===== src/hdl/cbfi_regs.vh =====
// Holds the register map, field positions, lamp codes and timing counts.
// Assumes inclusion by the bay and top files; a 10 MHz pclk.
`ifndef CBFI_REGS_VH
`define CBFI_REGS_VH

// ----------------------------------------------------------------------
// Register offsets (byte addresses)
// ----------------------------------------------------------------------
`define CBFI_CTRL_OFS 12'h000
`define CBFI_LATCH_OFS 12'h004
`define CBFI_ACT_OFS 12'h008
`define CBFI_STAT_OFS 12'h00C
`define CBFI_LAMP_OFS 12'h010
`define CBFI_FLTIN_OFS 12'h014

// ----------------------------------------------------------------------
// Control fields and reset values
// ----------------------------------------------------------------------
`define CBFI_CTRL_CAP_BIT 0
`define CBFI_CTRL_RST 32'h00000000
`define CBFI_LATCH_MASK_RST 15'h7FFF

// ----------------------------------------------------------------------
// Fault indices, one bit each in a 15-bit fault vector
// ----------------------------------------------------------------------
`define CBFI_NFAULT 15
`define CBFI_F_CCV 0
`define CBFI_F_DSCH 1
`define CBFI_F_DTIME 2
`define CBFI_F_OVCH 3
`define CBFI_F_TEMP 4
`define CBFI_F_LOBV 5
`define CBFI_F_HICC 6
`define CBFI_F_SD2 7
`define CBFI_F_HIBV 8
`define CBFI_F_CAP 9
`define CBFI_F_SD1 10
`define CBFI_F_CV 11
`define CBFI_F_VCC 12
`define CBFI_F_LOPS 13
`define CBFI_F_LOCC 14

// ----------------------------------------------------------------------
// Lamp codes, bit 3 charger-on, 2 ready, 1 fault, 0 testing
// ----------------------------------------------------------------------
`define CBFI_C_CCV 4'h8
`define CBFI_C_DSCH 4'hC
`define CBFI_C_DTIME 4'hE
`define CBFI_C_OVCH 4'hF
`define CBFI_C_TEMP 4'hD
`define CBFI_C_LOBV 4'hB
`define CBFI_C_HICC 4'hA
`define CBFI_C_SD2 4'h9
`define CBFI_C_HIBV 4'h7
`define CBFI_C_CAP 4'h3
`define CBFI_C_SD1 4'h1
`define CBFI_C_CV 4'h4
`define CBFI_C_VCC 4'h5
`define CBFI_C_LOPS 4'h6
`define CBFI_C_LOCC 4'h2

// ----------------------------------------------------------------------
// Timing
// ----------------------------------------------------------------------
`define CBFI_CLK_HZ 10000000
`define CBFI_ALL_ON_MS 3000
`define CBFI_BEEP_MS 200
`define CBFI_RDY_TST_MS 2000
`define CBFI_CAP_LIMIT_H 8
`define CBFI_FAST_LIMIT_H 4
`define CBFI_MS_CYC (`CBFI_CLK_HZ / 1000)
`define CBFI_ALL_ON_CYC (`CBFI_ALL_ON_MS * `CBFI_MS_CYC)
`define CBFI_BEEP_CYC (`CBFI_BEEP_MS * `CBFI_MS_CYC)
`define CBFI_RDY_TST_CYC (`CBFI_RDY_TST_MS * `CBFI_MS_CYC)
`define CBFI_CAP_LIMIT_S (`CBFI_CAP_LIMIT_H * 3600)
`define CBFI_FAST_LIMIT_S (`CBFI_FAST_LIMIT_H * 3600)

`endif


===== src/hdl/cbfi_bay.v =====
// Holds the indication logic for one charger compartment.
// Assumes synchronised inputs on pclk and a one-millisecond tick.
`timescale 1ns/1ps
`include "cbfi_regs.vh"

module cbfi_bay #(
    parameter ALL_ON_MS = `CBFI_ALL_ON_MS,
    parameter BEEP_MS = `CBFI_BEEP_MS,
    parameter RDY_TST_MS = `CBFI_RDY_TST_MS,
    parameter CAP_LIMIT_S = `CBFI_CAP_LIMIT_S,
    parameter FAST_LIMIT_S = `CBFI_FAST_LIMIT_S
) (
    input wire pclk,
    input wire presetn,
    input wire clk_en,
    input wire ms_tick,
    input wire sec_tick,
    input wire button,
    input wire batt_present,
    input wire capacity_check_mode,
    input wire full_charged,
    input wire cap_ok,
    input wire cap_test_req,
    input wire [14:0] fault_in,
    input wire [14:0] latch_mask,
    output reg [3:0] lamps_r,
    output reg beep_r,
    output reg [14:0] latched_r,
    output reg [14:0] active_r,
    output reg selftest_r,
    output reg cycle_timeout_r
);

    // ------------------------------------------------------------------
    // Sequencer states
    // ------------------------------------------------------------------
    localparam S_IDLE = 3'h0;
    localparam S_ALL = 3'h1;
    localparam S_BEEP = 3'h2;
    localparam S_RT = 3'h3;
    localparam S_CHG = 3'h4;
    localparam S_TEST = 3'h5;
    localparam S_READY = 3'h6;
    localparam S_CAPF = 3'h7;

    reg [2:0] st_r;
    reg [2:0] st_nxt;
    reg [15:0] ms_r;
    reg [15:0] sec_r;
    reg btn_d_r;
    reg [14:0] lat_nxt;
    reg [3:0] code;
    reg [3:0] lamp_nxt;
    wire btn_rise;
    wire [14:0] faults;
    wire any_fault;
    integer i;

    assign btn_rise = button & ~btn_d_r;
    // Latched bits hold; other bits follow their input directly.
    assign faults = latched_r | (fault_in & ~latch_mask);
    assign any_fault = |faults;

    always @* begin
        lat_nxt = latched_r | (fault_in & latch_mask);
        if (cycle_timeout_r && st_r == S_CHG) begin
            lat_nxt[`CBFI_F_DTIME] = 1'b1;
        end
    end

    // Lowest index active fault selects the code.
    always @* begin
        code = 4'h0;
        for (i = `CBFI_NFAULT - 1; i >= 0; i = i - 1) begin
            if (faults[i]) begin
                case (i)
                    `CBFI_F_CCV: code = `CBFI_C_CCV;
                    `CBFI_F_DSCH: code = `CBFI_C_DSCH;
                    `CBFI_F_DTIME: code = `CBFI_C_DTIME;
                    `CBFI_F_OVCH: code = `CBFI_C_OVCH;
                    `CBFI_F_TEMP: code = `CBFI_C_TEMP;
                    `CBFI_F_LOBV: code = `CBFI_C_LOBV;
                    `CBFI_F_HIBV: code = `CBFI_C_HIBV;
                    `CBFI_F_HICC: code = `CBFI_C_HICC;
                    `CBFI_F_LOCC: code = `CBFI_C_LOCC;
                    `CBFI_F_SD2: code = `CBFI_C_SD2;
                    `CBFI_F_SD1: code = `CBFI_C_SD1;
                    `CBFI_F_CAP: code = `CBFI_C_CAP;
                    `CBFI_F_CV: code = `CBFI_C_CV;
                    `CBFI_F_VCC: code = `CBFI_C_VCC;
                    `CBFI_F_LOPS: code = `CBFI_C_LOPS;
                    default: code = 4'h0;
                endcase
            end
        end
    end

    always @* begin
        st_nxt = st_r;
        case (st_r)
            S_IDLE: begin
                if (btn_rise && !batt_present) begin
                    st_nxt = S_ALL;
                end else if (batt_present) begin
                    st_nxt = S_CHG;
                end
            end
            S_ALL: begin
                if (ms_r >= ALL_ON_MS - 1 && ms_tick) begin
                    st_nxt = S_BEEP;
                end
            end
            S_BEEP: begin
                if (ms_r >= BEEP_MS - 1 && ms_tick) begin
                    st_nxt = S_RT;
                end
            end
            S_RT: begin
                if (ms_r >= RDY_TST_MS - 1 && ms_tick) begin
                    st_nxt = S_IDLE;
                end
            end
            S_CHG: begin
                if (!batt_present) begin
                    st_nxt = S_IDLE;
                end else if (full_charged) begin
                    if (capacity_check_mode) begin
                        st_nxt = S_TEST;
                    end else begin
                        st_nxt = S_READY;
                    end
                end
            end
            S_TEST: begin
                if (!batt_present) begin
                    st_nxt = S_IDLE;
                end else if (cap_ok) begin
                    st_nxt = S_READY;
                end else if (cycle_timeout_r) begin
                    st_nxt = S_CAPF;
                end
            end
            S_READY: begin
                if (!batt_present) begin
                    st_nxt = S_IDLE;
                end else if (cap_test_req && !capacity_check_mode) begin
                    st_nxt = S_TEST;
                end
            end
            S_CAPF: begin
                if (!batt_present) begin
                    st_nxt = S_IDLE;
                end
            end
            default: st_nxt = S_IDLE;
        endcase
    end

    always @* begin
        lamp_nxt = 4'h0;
        case (st_r)
            S_ALL: lamp_nxt = 4'hF;
            S_BEEP: lamp_nxt = 4'hF;
            S_RT: lamp_nxt = 4'h5;
            S_CHG: lamp_nxt = 4'h8;
            S_TEST: lamp_nxt = 4'h9;
            S_READY: lamp_nxt = 4'h4;
            S_CAPF: lamp_nxt = 4'h3;
            default: lamp_nxt = 4'h0;
        endcase
        if (any_fault && st_r != S_CAPF) begin
            lamp_nxt = button ? code : 4'h2;
        end
    end

    always @(posedge pclk or negedge presetn) begin
        if (!presetn) begin
            st_r <= S_IDLE;
            ms_r <= 16'h0000;
            sec_r <= 16'h0000;
            btn_d_r <= 1'b0;
            lamps_r <= 4'h0;
            beep_r <= 1'b0;
            latched_r <= 15'h0000;
            active_r <= 15'h0000;
            selftest_r <= 1'b0;
            cycle_timeout_r <= 1'b0;
        end else if (clk_en) begin
            st_r <= st_nxt;
            btn_d_r <= button;
            latched_r <= lat_nxt;
            active_r <= faults;
            lamps_r <= lamp_nxt;
            beep_r <= (st_nxt == S_BEEP);
            selftest_r <= (st_nxt == S_ALL) || (st_nxt == S_BEEP) ||
                          (st_nxt == S_RT);
            if (st_nxt != st_r) begin
                ms_r <= 16'h0000;
            end else if (ms_tick) begin
                ms_r <= ms_r + 16'h0001;
            end
            if (st_r == S_IDLE) begin
                sec_r <= 16'h0000;
                cycle_timeout_r <= 1'b0;
            end else if (sec_tick && (st_r == S_CHG || st_r == S_TEST)) begin
                sec_r <= sec_r + 16'h0001;
                if (capacity_check_mode) begin
                    cycle_timeout_r <= (sec_r >= CAP_LIMIT_S - 1);
                end else begin
                    cycle_timeout_r <= (sec_r >= FAST_LIMIT_S - 1);
                end
            end
        end
    end

endmodule


===== src/hdl/cbfi_top.v =====
// Holds four compartments, input synchronisers and the APB register slave.
// Assumes a 10 MHz pclk and pins from outside the clock domain.
`timescale 1ns/1ps
`include "cbfi_regs.vh"

// Functional notes
// - Empty bay button press starts self-test.
// - All lamps, beep, ready+testing, then off.
// - Reliability faults latch until power-on reset.
// - Other faults clear when input drops.
// - Held button shows fault code pattern.
// - Capacity fail shows testing+fault, button ignored.
// - Compliance voltage low shows 1000.
// - Ineffective discharge shows 1100.
// - Discharge impossible shows 1110.
// - Overcharge shows 1111.
// - Temperature fault shows 1101.
// - Battery voltage low 1011, high 0111.
// - Current high 1010, low 0010.
// - Shutdown path two 1001, one 0001.
// - Capacity low shows 0011.
// - Constant voltage fault shows 0100.
// - Logic supply fault shows 0101.
// - Charging supply low shows 0110.
// - Capacity mode tests every recharge.
// - Capacity mode cycle ends within eight hours.
// - Fast mode skips capacity test unless requested.
// - Fast mode cycle ends within four hours.
module cbfi_top #(
    parameter NBAY = 4,
    parameter MS_CYC = `CBFI_MS_CYC,
    parameter ALL_ON_MS = `CBFI_ALL_ON_MS,
    parameter BEEP_MS = `CBFI_BEEP_MS,
    parameter RDY_TST_MS = `CBFI_RDY_TST_MS,
    parameter CAP_LIMIT_S = `CBFI_CAP_LIMIT_S,
    parameter FAST_LIMIT_S = `CBFI_FAST_LIMIT_S
) (
    input wire pclk,
    input wire presetn,
    input wire clk_en,
    input wire psel,
    input wire penable,
    input wire pwrite,
    input wire [11:0] paddr,
    input wire [31:0] pwdata,
    output reg [31:0] prdata,
    output wire pready,
    output wire pslverr,
    input wire [3:0] button_pin,
    input wire [3:0] batt_present_pin,
    input wire [3:0] full_charged,
    input wire [3:0] cap_ok,
    input wire [3:0] cap_test_req,
    input wire [59:0] fault_in,
    output wire [15:0] lamps,
    output wire beep
);

    // ------------------------------------------------------------------
    // Registers and timebase
    // ------------------------------------------------------------------
    reg [31:0] ctrl_r;
    reg [14:0] latch_mask_r;
    reg [15:0] div_r;
    reg ms_tick_r;
    reg [9:0] sdiv_r;
    reg sec_tick_r;
    reg [3:0] btn_s1_r;
    reg [3:0] btn_s2_r;
    reg [3:0] btn_s3_r;
    reg [3:0] btn_r;
    reg [3:0] bat_s1_r;
    reg [3:0] bat_s2_r;
    reg [3:0] bat_s3_r;
    reg [3:0] bat_r;
    wire [59:0] active;
    wire [3:0] selftest;
    wire [3:0] timeout;
    wire [3:0] beeps;
    wire wr_en;

    assign pready = 1'b1;
    assign pslverr = 1'b0;
    assign wr_en = psel & penable & pwrite & clk_en;
    assign beep = |beeps;

    always @(posedge pclk or negedge presetn) begin
        if (!presetn) begin
            ctrl_r <= `CBFI_CTRL_RST;
            latch_mask_r <= `CBFI_LATCH_MASK_RST;
            div_r <= 16'h0000;
            ms_tick_r <= 1'b0;
            sdiv_r <= 10'h000;
            sec_tick_r <= 1'b0;
            btn_s1_r <= 4'h0;
            btn_s2_r <= 4'h0;
            btn_s3_r <= 4'h0;
            btn_r <= 4'h0;
            bat_s1_r <= 4'h0;
            bat_s2_r <= 4'h0;
            bat_s3_r <= 4'h0;
            bat_r <= 4'h0;
        end else if (clk_en) begin
            if (wr_en && paddr == `CBFI_CTRL_OFS) begin
                ctrl_r <= {31'h00000000, pwdata[`CBFI_CTRL_CAP_BIT]};
            end
            if (wr_en && paddr == `CBFI_LATCH_OFS) begin
                latch_mask_r <= pwdata[14:0];
            end
            ms_tick_r <= (div_r == MS_CYC - 1);
            if (div_r == MS_CYC - 1) begin
                div_r <= 16'h0000;
            end else begin
                div_r <= div_r + 16'h0001;
            end
            sec_tick_r <= ms_tick_r && (sdiv_r == 10'h3E7);
            if (ms_tick_r) begin
                sdiv_r <= (sdiv_r == 10'h3E7) ? 10'h000 :
                          sdiv_r + 10'h001;
            end
            btn_s1_r <= button_pin;
            btn_s2_r <= btn_s1_r;
            btn_s3_r <= btn_s2_r;
            btn_r <= (btn_s2_r == btn_s3_r) ? btn_s3_r : btn_r;
            bat_s1_r <= batt_present_pin;
            bat_s2_r <= bat_s1_r;
            bat_s3_r <= bat_s2_r;
            bat_r <= (bat_s2_r == bat_s3_r) ? bat_s3_r : bat_r;
        end
    end

    // ------------------------------------------------------------------
    // Read mux of the register map; unmapped offsets read as zero.
    // ------------------------------------------------------------------
    always @* begin
        prdata = 32'h00000000;
        case (paddr)
            `CBFI_CTRL_OFS: prdata = ctrl_r;
            `CBFI_LATCH_OFS: prdata = {17'h00000, latch_mask_r};
            `CBFI_ACT_OFS: prdata = {2'b00, active[29:15], 15'h0000} |
                                    {17'h00000, active[14:0]};
            `CBFI_STAT_OFS: prdata = {24'h000000, timeout, selftest};
            `CBFI_LAMP_OFS: prdata = {16'h0000, lamps};
            `CBFI_FLTIN_OFS: prdata = {2'b00, active[59:45], active[44:30]};
            default: prdata = 32'h00000000;
        endcase
    end

    // ------------------------------------------------------------------
    // Compartments
    // ------------------------------------------------------------------
    genvar g;
    generate
        for (g = 0; g < NBAY; g = g + 1) begin : bay
            cbfi_bay #(
                .ALL_ON_MS(ALL_ON_MS),
                .BEEP_MS(BEEP_MS),
                .RDY_TST_MS(RDY_TST_MS),
                .CAP_LIMIT_S(CAP_LIMIT_S),
                .FAST_LIMIT_S(FAST_LIMIT_S)
            ) u_bay (
                .pclk(pclk),
                .presetn(presetn),
                .clk_en(clk_en),
                .ms_tick(ms_tick_r),
                .sec_tick(sec_tick_r),
                .button(btn_r[g]),
                .batt_present(bat_r[g]),
                .capacity_check_mode(ctrl_r[`CBFI_CTRL_CAP_BIT]),
                .full_charged(full_charged[g]),
                .cap_ok(cap_ok[g]),
                .cap_test_req(cap_test_req[g]),
                .fault_in(fault_in[g*15 +: 15]),
                .latch_mask(latch_mask_r),
                .lamps_r(lamps[g*4 +: 4]),
                .beep_r(beeps[g]),
                .latched_r(),
                .active_r(active[g*15 +: 15]),
                .selftest_r(selftest[g]),
                .cycle_timeout_r(timeout[g])
            );
        end
    endgenerate

endmodule


===== config.mk =====
export PLATFORM = sky130hd
export DESIGN_NAME = cbfi_top
export DESIGN_NICKNAME = d
export VERILOG_FILES = /design/src/hdl/cbfi_bay.v /design/src/hdl/cbfi_top.v
export VERILOG_INCLUDE_DIRS = /design/src /design/src/hdl
export SDC_FILE = /design/constraint.sdc
export NUM_CORES = 1
export LEC_CHECK = 0
export ABC_CLOCK_PERIOD_IN_PS = 7900
export BUFFER_PORTS_ARGS = -buffer_cell sky130_fd_sc_hd__buf_4
export CORE_ASPECT_RATIO = 1.4
export CORE_MARGIN = 1.5
export CORE_UTILIZATION = 50
export DETAILED_ROUTE_END_ITERATION = 10
export PLACE_DENSITY_LB_ADDON = 0.1
export SLEW_MARGIN = 25
export SYNTH_ARGS = -nofsm -noshare
export SYNTH_HDL_FRONTEND = slang
export SYNTH_SLANG_ARGS = --single-unit

===== constraint.sdc =====
create_clock -name pclk -period 7.9 [get_ports pclk]
set_clock_uncertainty 0.05 [all_clocks]
set_input_delay 2.37 -clock pclk [delete_from_list [all_inputs] [get_ports pclk]]
set_output_delay 2.37 -clock pclk [all_outputs]
set_load 0.005 [all_outputs]

==> results of run 1 <==
layout by cell type (no fill, tap or decap), drive strengths merged, types with 14 or more instances in the layout:
| cell | count |
|---|---|
| a222oi | 19 |
| inv | 61 |
| nand2b | 24 |
| o31ai | 14 |
| a31o | 51 |
| nor3 | 27 |
| nor2 | 266 |
| xor2 | 78 |
| nand2 | 198 |
| ha | 14 |
| buf | 174 |
| dfstp | 15 |
| mux2 | 36 |
| nor4 | 15 |
| a22o | 20 |
| dfrtp | 353 |
| clkbuf | 53 |
| o21ai | 119 |
| xnor2 | 39 |
| nand3 | 82 |
| nor2b | 19 |
| and3 | 43 |
| nand4 | 39 |
| a31oi | 24 |
| and2 | 17 |
| a21oi | 146 |
report_power, final:
part,internal [mW],total [mW],switching (mW)
registers,2.05,2.36,0.317
logic,0.423,1.02,0.594
clock network,1.12,1.91,0.788
total,3.59,5.29,1.70
area by class of cell:
| class | instances | area share (%) |
|---|---|---|
| Multi-Input combinational cell | 1496 | 41.66 |
| Sequential cell | 368 | 42.31 |
| Inverter | 62 | 1.067 |
| Timing Repair Buffer | 175 | 6.202 |
| Clock inverter | 18 | 0.9639 |
| Clock buffer | 52 | 5.077 |
| Tap cell | 473 | 2.714 |
state kept, by name, indices dropped and copies added, names as in the netlist, 10 cells and up:
name,count
latch_mask_r,15
bay.u_bay.ms_r,64
bay.u_bay.sec_r,64
sdiv_r,10
bay.u_bay.lamps_r,16
div_r,16
bay.u_bay.latched_r,60
bay.u_bay.st_r,12
bay.u_bay.active_r,60
worst max-delay path, stage by stage:
cell and delay, ns:
buf_4 0.11, nor4_1 0.28, nand3_1 0.16, or2_2 0.34, nor2_2 0.60, buf_4 0.37
a222oi_1 0.17, inv_1 0.08, buf_4 0.10
synth_stat cells (all sizes together) (14+ instances only):
| cell | n |
|---|---|
| a21oi | 146 |
| a222oi | 19 |
| a22o | 20 |
| a31o | 51 |
| a31oi | 24 |
| and2 | 17 |
| and3 | 43 |
| buf | 19 |
| clkbuf | 80 |
| dfrtp | 353 |
| dfstp | 15 |
| ha | 14 |
| inv | 60 |
| mux2 | 36 |
| nand2 | 198 |
| nand2b | 24 |
| nand3 | 82 |
| nand4 | 39 |
| nor2 | 266 |
| nor2b | 19 |
| nor3 | 27 |
| nor4 | 15 |
| o21ai | 119 |
| o31ai | 14 |
| xnor2 | 39 |
| xor2 | 78 |
routing by layer:
layer	part of all wire (%)	routed length, um	GRT usage (%)	vias to the layer above
li1	-	-	-	7510
met5	0	0	0	-
met1	40	21070	33.40	7818
met4	5.7	3041	15.12	0
met3	5.5	2912	4.151	125
met2	49	26150	47.43	489
stage by stage:
step	hold WS [ns]	cells	cell area [sq um]	power (mW)
6_report	0.4168	2644	21810	5.292
5_1_grt	0.4298	2644	21810	5.545
4_1_cts	0.4191	2644	21810	5.322
3_5_place_dp	0.4047	2574	20490	3.401
3_3_place_gp	0.3982	2574	20480	3.372
2_1_floorplan	0.3882	2025	18940	3.006
cells by family after synthesis:
family,synth area share [%]
buffers and inverters,3.469
adder cells (fa/ha/maj),1.137
multiplexers,2.458
AND/OR/NAND/NOR,19.96
other,0.03966
XOR/XNOR,5.412
flip-flops,48.73
AO/OA/AOI/OAI,18.80
worst paths after layout:
kind	depth (start not counted)	startpoint	slack, ns	to
max reg2reg	7	latch_mask_r[13]	4.43	bay[0].u_bay.lamps_r[3]
min	1	bay[2].u_bay.latched_r[7]	0.42	bay[2].u_bay.latched_r[7]
max in group asynchronous	2	presetn	4.74	bay[0].u_bay.latched_r[6]
min in group asynchronous	1	presetn	1.81	bay[1].u_bay.sec_r[3]
min reg2reg	1	bay[2].u_bay.latched_r[7]	0.42	bay[2].u_bay.latched_r[7]
max	9	paddr[7]	0.89	prdata[15]
==> impl_results.md, run 1 <==
* Status: finished, final reports clean
* Final ANT Viol Nets at 0
* Min-Delay Path Class: flip-flop to flip-flop
* Core Util, Final at 58.29%
* Total GRT Usage at 27.60%
* Max-capacitance violation count at 0
* FF+latch count, synth at 368
* Post-synth ARST share at 100.0%
* Gp weighted congestion at 0.9210
* # nets final at 2286
* Synth top area cells: dfrtp_1 (47%), nor2_1 (5.1%), nand2_1 (3.9%)
* Chip height at 233.3 um
* Fmax at 142.6 MHz
* Cells after Synth at 2023
* Critical path launch point type: primary input
* Sequential area share after synthesis at 48.73%
* Pin count of the biggest net entering global routing at 137
* Period Utilization, post-route at 88.79%
* Main synth FF type: dfrtp_1
* Synth area leader: dfrtp_1
* Row count at 84
* Crit path required time at 5.48 ns
* Number of global-route vias before repair at 15710
* Slack of the critical path at 0.8857 ns
* Vias/cell at 6.030
* Post-route minimum period at 7.014 ns
* DR WL/cell at 20.11 um
* Die width at 167.5 um
* Sequential Area at 9228 sq um
* CTS tree: yes
* Cts repair resizes at 0
* Fraction of layout cells with a size suffix above 1 at 17.04%
* Clock buffer count from CTS at 39
* Hold-fix buffers, CTS at 0
* Netlist cell types at 88
* Unrepaired setup endpoints after global routing: no
* Ys Warns at 0
* Worst vdd ir at 172.9 uV
* Power Density at 242.6 nW/um^2
* Worst-margin pin slew at 1.150 ns
* EDFF count, synth at 0
* Global-route wire length before repair at 85.05 mm
* Detail Placement HPWL at 38.35 mm
* Antenna diode count at 0
* Worst skew pair latency at 0.55 ns
* Layout area overhead at 15.17%
* Fin Setup TNS at 0 ns
* Yosys top cell area share at 46.65%
* Setup bufs post-CTS at 0
* Ports at 181
* Final setup vio count at 0
* Clock transition at the registers of the reported paths at 0.06 ns
* Setup crit end kind: output pin
* Fillers at 3273
* Critical Path AT at 4.59 ns
* Die ar. at 39060 sq um
* Clock Tree Buf Depth at 3
* Type of the worst setup path: primary input to output pin
* Initial antenna violation count at 0
* Port bufs at 159
* DR pass1 iterations at 5
* Hold Fails Final Rpt at 0
* CP Max Fanout at 16
* Starting density of the core at 50.61%
* LEAKAGE at 9.320 nW
* Relative slew slack at 21.34%
* CTS Sinks at 368
* Mean Syn Cell Area at 9.360 sq um
* DR iter-0 viols at 1109
* Grt ovf at 0
* Vias at 15940
* Root Buffer: clkbuf_16
* Residual DRC at 0
* Max Slew Vio Count at 0
* Mapped Area at 18940 sq um
* Std-Cell Core Area at 37420 sq um
* CTS H-Tree Depth at 2
* Multi-input gate area at 9086 sq um
* Pre-CTS setup slack at 0.9133 ns
* WL final at 53.18 mm
(Power assumes the default switching activity.)
==> run 2: changes to the inputs <==
--- a/config.mk
+++ b/config.mk
@@ -12,7 +12,7 @@
 export CORE_MARGIN = 1.5
 export CORE_UTILIZATION = 50
 export DETAILED_ROUTE_END_ITERATION = 10
-export PLACE_DENSITY_LB_ADDON = 0.1
+export PLACE_DENSITY = 0.68
 export SLEW_MARGIN = 25
 export SYNTH_ARGS = -nofsm -noshare
 export SYNTH_HDL_FRONTEND = slang
==> run 2 against run 1 <==
Effect of this change: fmax is 0.15% lower; flip-flop and latch count stayed put; global-route usage hardly changed; largest cell class unchanged; highest routed layer unchanged; power is 0.88% lower; clock power is 3% lower; via count hardly changed; design area hardly changed; critical endpoint is now prdata[24]; sequential share of layout area hardly changed.
==> impl_results.md, run 2 (same netlist as run 1, synthesis figures left out) <==
* Status: finished, final reports clean (unchanged)
* RR Endpoint: bay[1].u_bay.ms_r[9] (was bay[0].u_bay.lamps_r[3])
* Max-capacitance violation count at 0 (unchanged)
* Port bufs at 159 (unchanged)
* Clock transition at the registers of the reported paths at 0.06 ns (about the same)
* Gp weighted congestion at 0.9410 (was 0.9210)
* Setup bufs post-CTS at 0 (unchanged)
* Residual DRC at 0 (unchanged)
* Number of global-route vias before repair at 15540 (was 15710)
* Fillers at 3336 (was 3273)
* Pre-CTS setup slack at 0.9051 ns (was 0.9133 ns)
* Final setup vio count at 0 (unchanged)
* Cell mode on critical path: buf_4 (unchanged)
* CP max stage cell: and2_1 (was nor2_2)
* CP delay by family, top: simple AND/OR/NAND/NOR gates (unchanged)
* Die ar. at 39060 sq um (unchanged)
* Min-Delay Path Class: flip-flop to flip-flop (unchanged)
* Worst skew pair latency at 0.54 ns (was 0.55 ns)
* Initial antenna violation count at 0 (unchanged)
* Fin Setup TNS at 0 ns (unchanged)
* Critical path launch point type: primary input (unchanged)
* Row count at 84 (unchanged)
* CTS tree: yes (unchanged)
* Fraction of layout cells with a size suffix above 1 at 17.00% (was 17.04%)
* Critical Path AT at 4.60 ns (was 4.59 ns)
* Hold-fix buffers, CTS at 0 (unchanged)
* Worst vdd ir at 154.5 uV (was 172.9 uV)
* Most frequent cells in the layout: dfrtp_1 (353), nor2_1 (255), nand2_1 (198) (unchanged)
* Antenna diode count at 0 (unchanged)
* Clock buffer count from CTS at 38 (was 39)
* Period Utilization, post-route at 88.92% (was 88.79%)
* Crit path depth at 8 (was 9)
* Slack of the critical path at 0.8752 ns (was 0.8857 ns)
* Worst path max stage delay at 0.89 ns (was 0.60 ns)
* CP Max Fanout at 20 (was 16)
* Vias at 15930 (was 15940)
* CTS Sinks at 368 (unchanged)
* Relative slew slack at 27.51% (was 21.34%)
* Ports at 181 (unchanged)
* CTS H-Tree Depth at 2 (unchanged)
* Grt ovf at 0 (unchanged)
* WL final at 53.59 mm (was 53.18 mm)
* Global-route wire length before repair at 84.56 mm (was 85.05 mm)
* Fmax at 142.4 MHz (was 142.6 MHz)
* Layout area overhead at 15.13% (was 15.17%)
* Most common cell after layout, fill and taps aside: dfrtp_1 (unchanged)
* R2r setup slk at 4.45 ns (was 4.43 ns)
* DR pass1 iterations at 5 (unchanged)
* Largest regs: bay.u_bay.ms_r (64), bay.u_bay.sec_r (64) (unchanged)
* Crit path required time at 5.48 ns (about the same)
* Final ANT Viol Nets at 0 (unchanged)
* Unrepaired setup endpoints after global routing: no (unchanged)
* LEAKAGE at 9.324 nW (was 9.320 nW)
* Hold Fails Final Rpt at 0 (unchanged)
* Std-Cell Core Area at 37420 sq um (unchanged)
* Worst setup path endpoint: prdata[24] (was prdata[15])
* Sequential Area at 9228 sq um (unchanged)
* Max Slew Vio Count at 0 (unchanged)
* Detail Placement HPWL at 38.83 mm (was 38.35 mm)
* Clock Tree Buf Depth at 3 (unchanged)
* Vias/cell at 6.025 (was 6.030)
* # nets final at 2287 (was 2286)
* Setup crit end kind: output pin (unchanged)
* Crit path from: paddr[7] (unchanged)
* Reg-to-reg startpoint: bay[1].u_bay.st_r[1] (was latch_mask_r[13])
* Multi-input gate area at 9087 sq um (was 9086 sq um)
* Crit-path cells: buf_4, nor4_1, nand3_1, nor3_1, and2_1, buf_4, a22o_1, buf_4 (was buf_4, nor4_1, nand3_1, or2_2, nor2_2, buf_4, a222oi_1, inv_1, buf_4)
* Root Buffer: clkbuf_16 (unchanged)
* Total GRT Usage at 27.58% (was 27.60%)
* DR iter-0 viols at 1155 (was 1109)
* DR WL/cell at 20.27 um (was 20.11 um)
* Chip height at 233.3 um (unchanged)
* Die width at 167.5 um (unchanged)
* Power Density at 240.6 nW/um^2 (was 242.6 nW/um^2)
* Pin count of the biggest net entering global routing at 171 (was 137)
* Worst-margin pin slew at 1.087 ns (was 1.150 ns)
* Cts repair resizes at 0 (unchanged)
* Type of the worst setup path: primary input to output pin (unchanged)
* Starting density of the core at 50.61% (unchanged)
* Buf/Inv on CP at 3 (was 4)
* Reg2reg path depth at 7 (unchanged)
* Post-route minimum period at 7.025 ns (was 7.014 ns)
==> run 2: changes by cell type in the layout (fill, tap and decap cells not counted), sizes merged <==
cell,before,now
buf,174,176
clkinv,11,8
clkbuf,53,59
inv,61,60
bufinv,4,2
clkinvlp,4,2
==> run 2: stage by stage <==
| stage | hold WS (ns) | power (mW) | std cells | area (sq um) | utilization [%] |
|---|---|---|---|---|---|
| 6_report | 0.4141 | 5.245 | 2644 | 21800 | 58.26 |
| 5_1_grt | 0.4254 | 5.509 | 2644 | 21800 | 58.26 |
| 4_1_cts | 0.4180 | 5.261 | 2643 | 21770 | 58.19 |
| 3_5_place_dp | 0.4043 | 3.400 | 2575 | 20490 | 54.75 |
| 3_3_place_gp | 0.3985 | 3.371 | 2575 | 20480 | 54.73 |
| 2_1_floorplan | 0.3882 | 3.006 | 2025 | 18940 | - |
==> run 2: worst min path at each step <==
| stage | slack (ns) | from | cells after the start | to |
|---|---|---|---|---|
| 2_1_floorplan | 0.39 | bay[1].u_bay.latched_r[11] | 2 | bay[1].u_bay.latched_r[11] |
| 3_3_place_gp | 0.40 | bay[0].u_bay.latched_r[5] | 1 | bay[0].u_bay.latched_r[5] |
| 3_5_place_dp | 0.40 | bay[3].u_bay.latched_r[3] | 1 | bay[3].u_bay.latched_r[3] |
| 4_1_cts | 0.42 | bay[3].u_bay.latched_r[10] | 1 | bay[3].u_bay.latched_r[10] |
| 5_1_grt | 0.43 | bay[0].u_bay.latched_r[7] | 1 | bay[0].u_bay.latched_r[7] |
| 6_report | 0.41 | bay[3].u_bay.latched_r[10] | 1 | bay[3].u_bay.latched_r[10] |
==> run 2: layout make-up <==
class,count,share of cell area (%)
Clock buffer,58,5.412
Clock inverter,10,0.4821
Inverter,62,1.068
Multi-Input combinational cell,1496,41.69
Sequential cell,368,42.33
Tap cell,473,2.715
Timing Repair Buffer,177,6.308
==> run 2: per-layer routing <==
layer / global-route usage [%] / wire (um)
met5: 0 / 0
met4: 15.96 / 3087
met3: 3.677 / 2638
met2: 47.43 / 26580
met1: 33.30 / 21290
==> run 2: worst register-to-register path, cell delays in order, from the launching register on <==
cell	delay (ns)
dfrtp_1	0.79
nor3_1	0.32
or4_1	0.45
a2111oi_0	0.55
o311ai_1	0.23
or3_4	0.43
a31oi_4	0.40
nor2_1	0.10
==> run 2: power breakdown <==
group	internal, mW	switching [mW]	total [mW]
Combinational	0.424	0.594	1.02
Clock	1.10	0.765	1.86
Sequential	2.05	0.319	2.37
==> run 3: changes to the inputs <==
--- a/config.mk
+++ b/config.mk
@@ -8,11 +8,13 @@
 export LEC_CHECK = 0
 export ABC_CLOCK_PERIOD_IN_PS = 7900
 export BUFFER_PORTS_ARGS = -buffer_cell sky130_fd_sc_hd__buf_4
+export CELL_PAD_IN_SITES_DETAIL_PLACEMENT = 2
+export CELL_PAD_IN_SITES_GLOBAL_PLACEMENT = 2
 export CORE_ASPECT_RATIO = 1.4
 export CORE_MARGIN = 1.5
-export CORE_UTILIZATION = 50
+export CORE_UTILIZATION = 41
 export DETAILED_ROUTE_END_ITERATION = 10
-export PLACE_DENSITY = 0.68
+export PLACE_DENSITY = 0.85
 export SLEW_MARGIN = 25
 export SYNTH_ARGS = -nofsm -noshare
 export SYNTH_HDL_FRONTEND = slang
==> run 3 against run 2 <==
Effect of this change: global-route usage rose by 4.1 points; power rose by 7.5%; critical path depth rose by 1; combinational power rose by 9.8%; non-clock buffer count did not move; largest cell class unchanged; largest power group unchanged; first-iteration DRC count fell by 8.6%.
==> impl_results.md, run 3 (same netlist as run 1, synthesis figures left out) <==
* Antenna diode count at 0 (unchanged)
* Most frequent cells in the layout: dfrtp_1 (353), nor2_1 (255), nand2_1 (198) (unchanged)
* Period Utilization, post-route at 86.56% (was 88.92%)
* Cts repair resizes at 0 (unchanged)
* Comb power frac at 19.9% (was 19.4%)
* Vias/cell at 6.090 (was 6.025)
* Ports at 181 (unchanged)
* Worst skew pair latency at 0.57 ns (was 0.54 ns)
* Max Slew Vio Count at 0 (unchanged)
* Switching Fraction at 33.81% (was 31.99%)
* # nets final at 2290 (was 2287)
* DR pass1 iterations at 7 (was 5)
* CTS Sinks at 368 (unchanged)
* Crit-path cells: buf_4, nor4_1, nand3_1, or2_2, nor2_2, buf_4, a222oi_1, nand2_1, buf_4 (was buf_4, nor4_1, nand3_1, nor3_1, and2_1, buf_4, a22o_1, buf_4)
* DR WL/cell at 26.50 um (was 20.27 um)
* Row count at 93 (was 84)
* CP max stage cell: buf_4 (was and2_1)
* Fraction of layout cells with a size suffix above 1 at 17.31% (was 17.00%)
* Status: finished, final reports clean (unchanged)
* Power Density at 254.8 nW/um^2 (was 240.6 nW/um^2)
* Number of global-route vias before repair at 19730 (was 15540)
* Hold Fails Final Rpt at 0 (unchanged)
* Largest regs: bay.u_bay.ms_r (64), bay.u_bay.sec_r (64) (unchanged)
* Final instance area at 22130 sq um (was 21800 sq um)
* Critical Path AT at 4.42 ns (was 4.60 ns)
* Setup bufs post-CTS at 0 (unchanged)
* Initial antenna violation count at 0 (unchanged)
* Fmax at 146.2 MHz (was 142.4 MHz)
* Vias at 17020 (was 15930)
* Clock transition at the registers of the reported paths at 0.06 ns (about the same)
* Total power at 5.639 mW (was 5.245 mW)
* Final setup vio count at 0 (unchanged)
* Type of the worst setup path: primary input to output pin (unchanged)
* Clock Tree Buf Depth at 3 (unchanged)
* Die ar. at 47500 sq um (was 39060 sq um)
* CTS H-Tree Depth at 2 (unchanged)
* Detail Placement HPWL at 49.58 mm (was 38.83 mm)
* Multi-input gate area at 9090 sq um (was 9087 sq um)
* Chip height at 257.3 um (was 233.3 um)
* Clock buffer count from CTS at 41 (was 38)
* Port bufs at 159 (unchanged)
* CP Max Fanout at 29 (was 20)
* Sequential Area at 9228 sq um (unchanged)
* Grt ovf at 0 (unchanged)
* Clock power share at 37.4% (was 35.5%)
* Hold-fix buffers, CTS at 0 (unchanged)
* Total GRT Usage at 31.69% (was 27.58%)
* Worst-margin pin slew at 1.000 ns (was 1.087 ns)
* Post-route minimum period at 6.838 ns (was 7.025 ns)
* Sequential Power Share at 42.7% (was 45.1%)
* Fillers at 4909 (was 3336)
* Worst path max stage delay at 0.40 ns (was 0.89 ns)
* Sw power at 1.906 mW (was 1.678 mW)
* Die width at 184.6 um (was 167.5 um)
* Layout area overhead at 16.86% (was 15.13%)
* Most common cell after layout, fill and taps aside: dfrtp_1 (unchanged)
* DR iter-0 viols at 1056 (was 1155)
* Crit path required time at 5.48 ns (about the same)
* WL final at 74.08 mm (was 53.59 mm)
* Global-route wire length before repair at 116.2 mm (was 84.56 mm)
* Critical path launch point type: primary input (unchanged)
* Relative slew slack at 32.37% (was 27.51%)
* Final ANT Viol Nets at 0 (unchanged)
* LEAKAGE at 9.402 nW (was 9.324 nW)
* Max-capacitance violation count at 0 (unchanged)
* Setup crit end kind: output pin (unchanged)
* Internal Pwr Total at 3.732 mW (was 3.567 mW)
* Worst vdd ir at 172.2 uV (was 154.5 uV)
* Fin Setup TNS at 0 ns (unchanged)
* Root Buffer: clkbuf_16 (unchanged)
* Cell mode on critical path: buf_4 (unchanged)
* Pin count of the biggest net entering global routing at 131 (was 171)
* Residual DRC at 0 (unchanged)
* CTS tree: yes (unchanged)
* Unrepaired setup endpoints after global routing: no (unchanged)
* Starting density of the core at 41.30% (was 50.61%)
* Placed cell area at 20670 sq um (was 20490 sq um)
* Min-Delay Path Class: flip-flop to flip-flop (unchanged)
* Gp weighted congestion at 0.8597 (was 0.9410)
* Std-Cell Core Area at 45850 sq um (was 37420 sq um)
==> run 3: worst max-delay path, delay by kind of cell <==
kind,cells,cell delay (ns)
buffers and inverters,3,0.66
AND/OR/NAND/NOR,5,1.14
AO/OA/AOI/OAI,1,0.22
==> run 3: power by group through the flow <==
stage	Sequential, mW	Clock (mW)	Combinational, mW
2_1_floorplan	2.19	0	0.811
3_3_place_gp	2.40	0	1.00
3_5_place_dp	2.41	0	1.08
4_1_cts	2.40	2.13	1.13
5_1_grt	2.43	2.19	1.22
6_report	2.41	2.11	1.12
==> run 3: routing by layer <==
metal,vias up,part of all wire (%),track usage (%)
met5,-,0,0
met4,0,6.3,18.29
met3,206,4.5,5.335
met2,491,52,57.26
met1,8835,37,34.61
li1,7489,-,-
==> run 3: final timing paths <==
check	end	from	slack, ns	cells after the start
setup / recovery	prdata[5]	paddr[7]	1.06	9
hold / removal	bay[2].u_bay.latched_r[4]	bay[2].u_bay.latched_r[4]	0.43	1
setup reg to reg	bay[0].u_bay.lamps_r[3]	latch_mask_r[13]	4.36	8
hold reg to reg	bay[2].u_bay.latched_r[4]	bay[2].u_bay.latched_r[4]	0.43	1
max in group asynchronous	btn_s1_r[3]	presetn	4.63	2
min in group asynchronous	bay[0].u_bay.cycle_timeout_r	presetn	1.73	1
==> run 3: area by class of cell <==
| class | count | share of cell area [%] |
|---|---|---|
| Clock buffer | 66 | 5.886 |
| Inverter | 62 | 1.052 |
| Tap cell | 617 | 3.489 |
| Multi-Input combinational cell | 1496 | 41.08 |
| Clock inverter | 9 | 0.6729 |
| Timing Repair Buffer | 177 | 6.123 |
| Sequential cell | 368 | 41.70 |
==> run 3: metrics by stage <==
stage | hold slack (ns) | setup WS [ns] | utilization [%] | cells
floorplan | 0.3882 | 1.484 | - | 2025
global placement | 0.3987 | 1.319 | 45.07 | 2720
detailed placement | 0.4093 | 1.184 | 45.09 | 2720
CTS | 0.4246 | 1.103 | 48.25 | 2795
global route | 0.4378 | 0.9711 | 48.27 | 2795
finish | 0.4262 | 1.062 | 48.27 | 2795
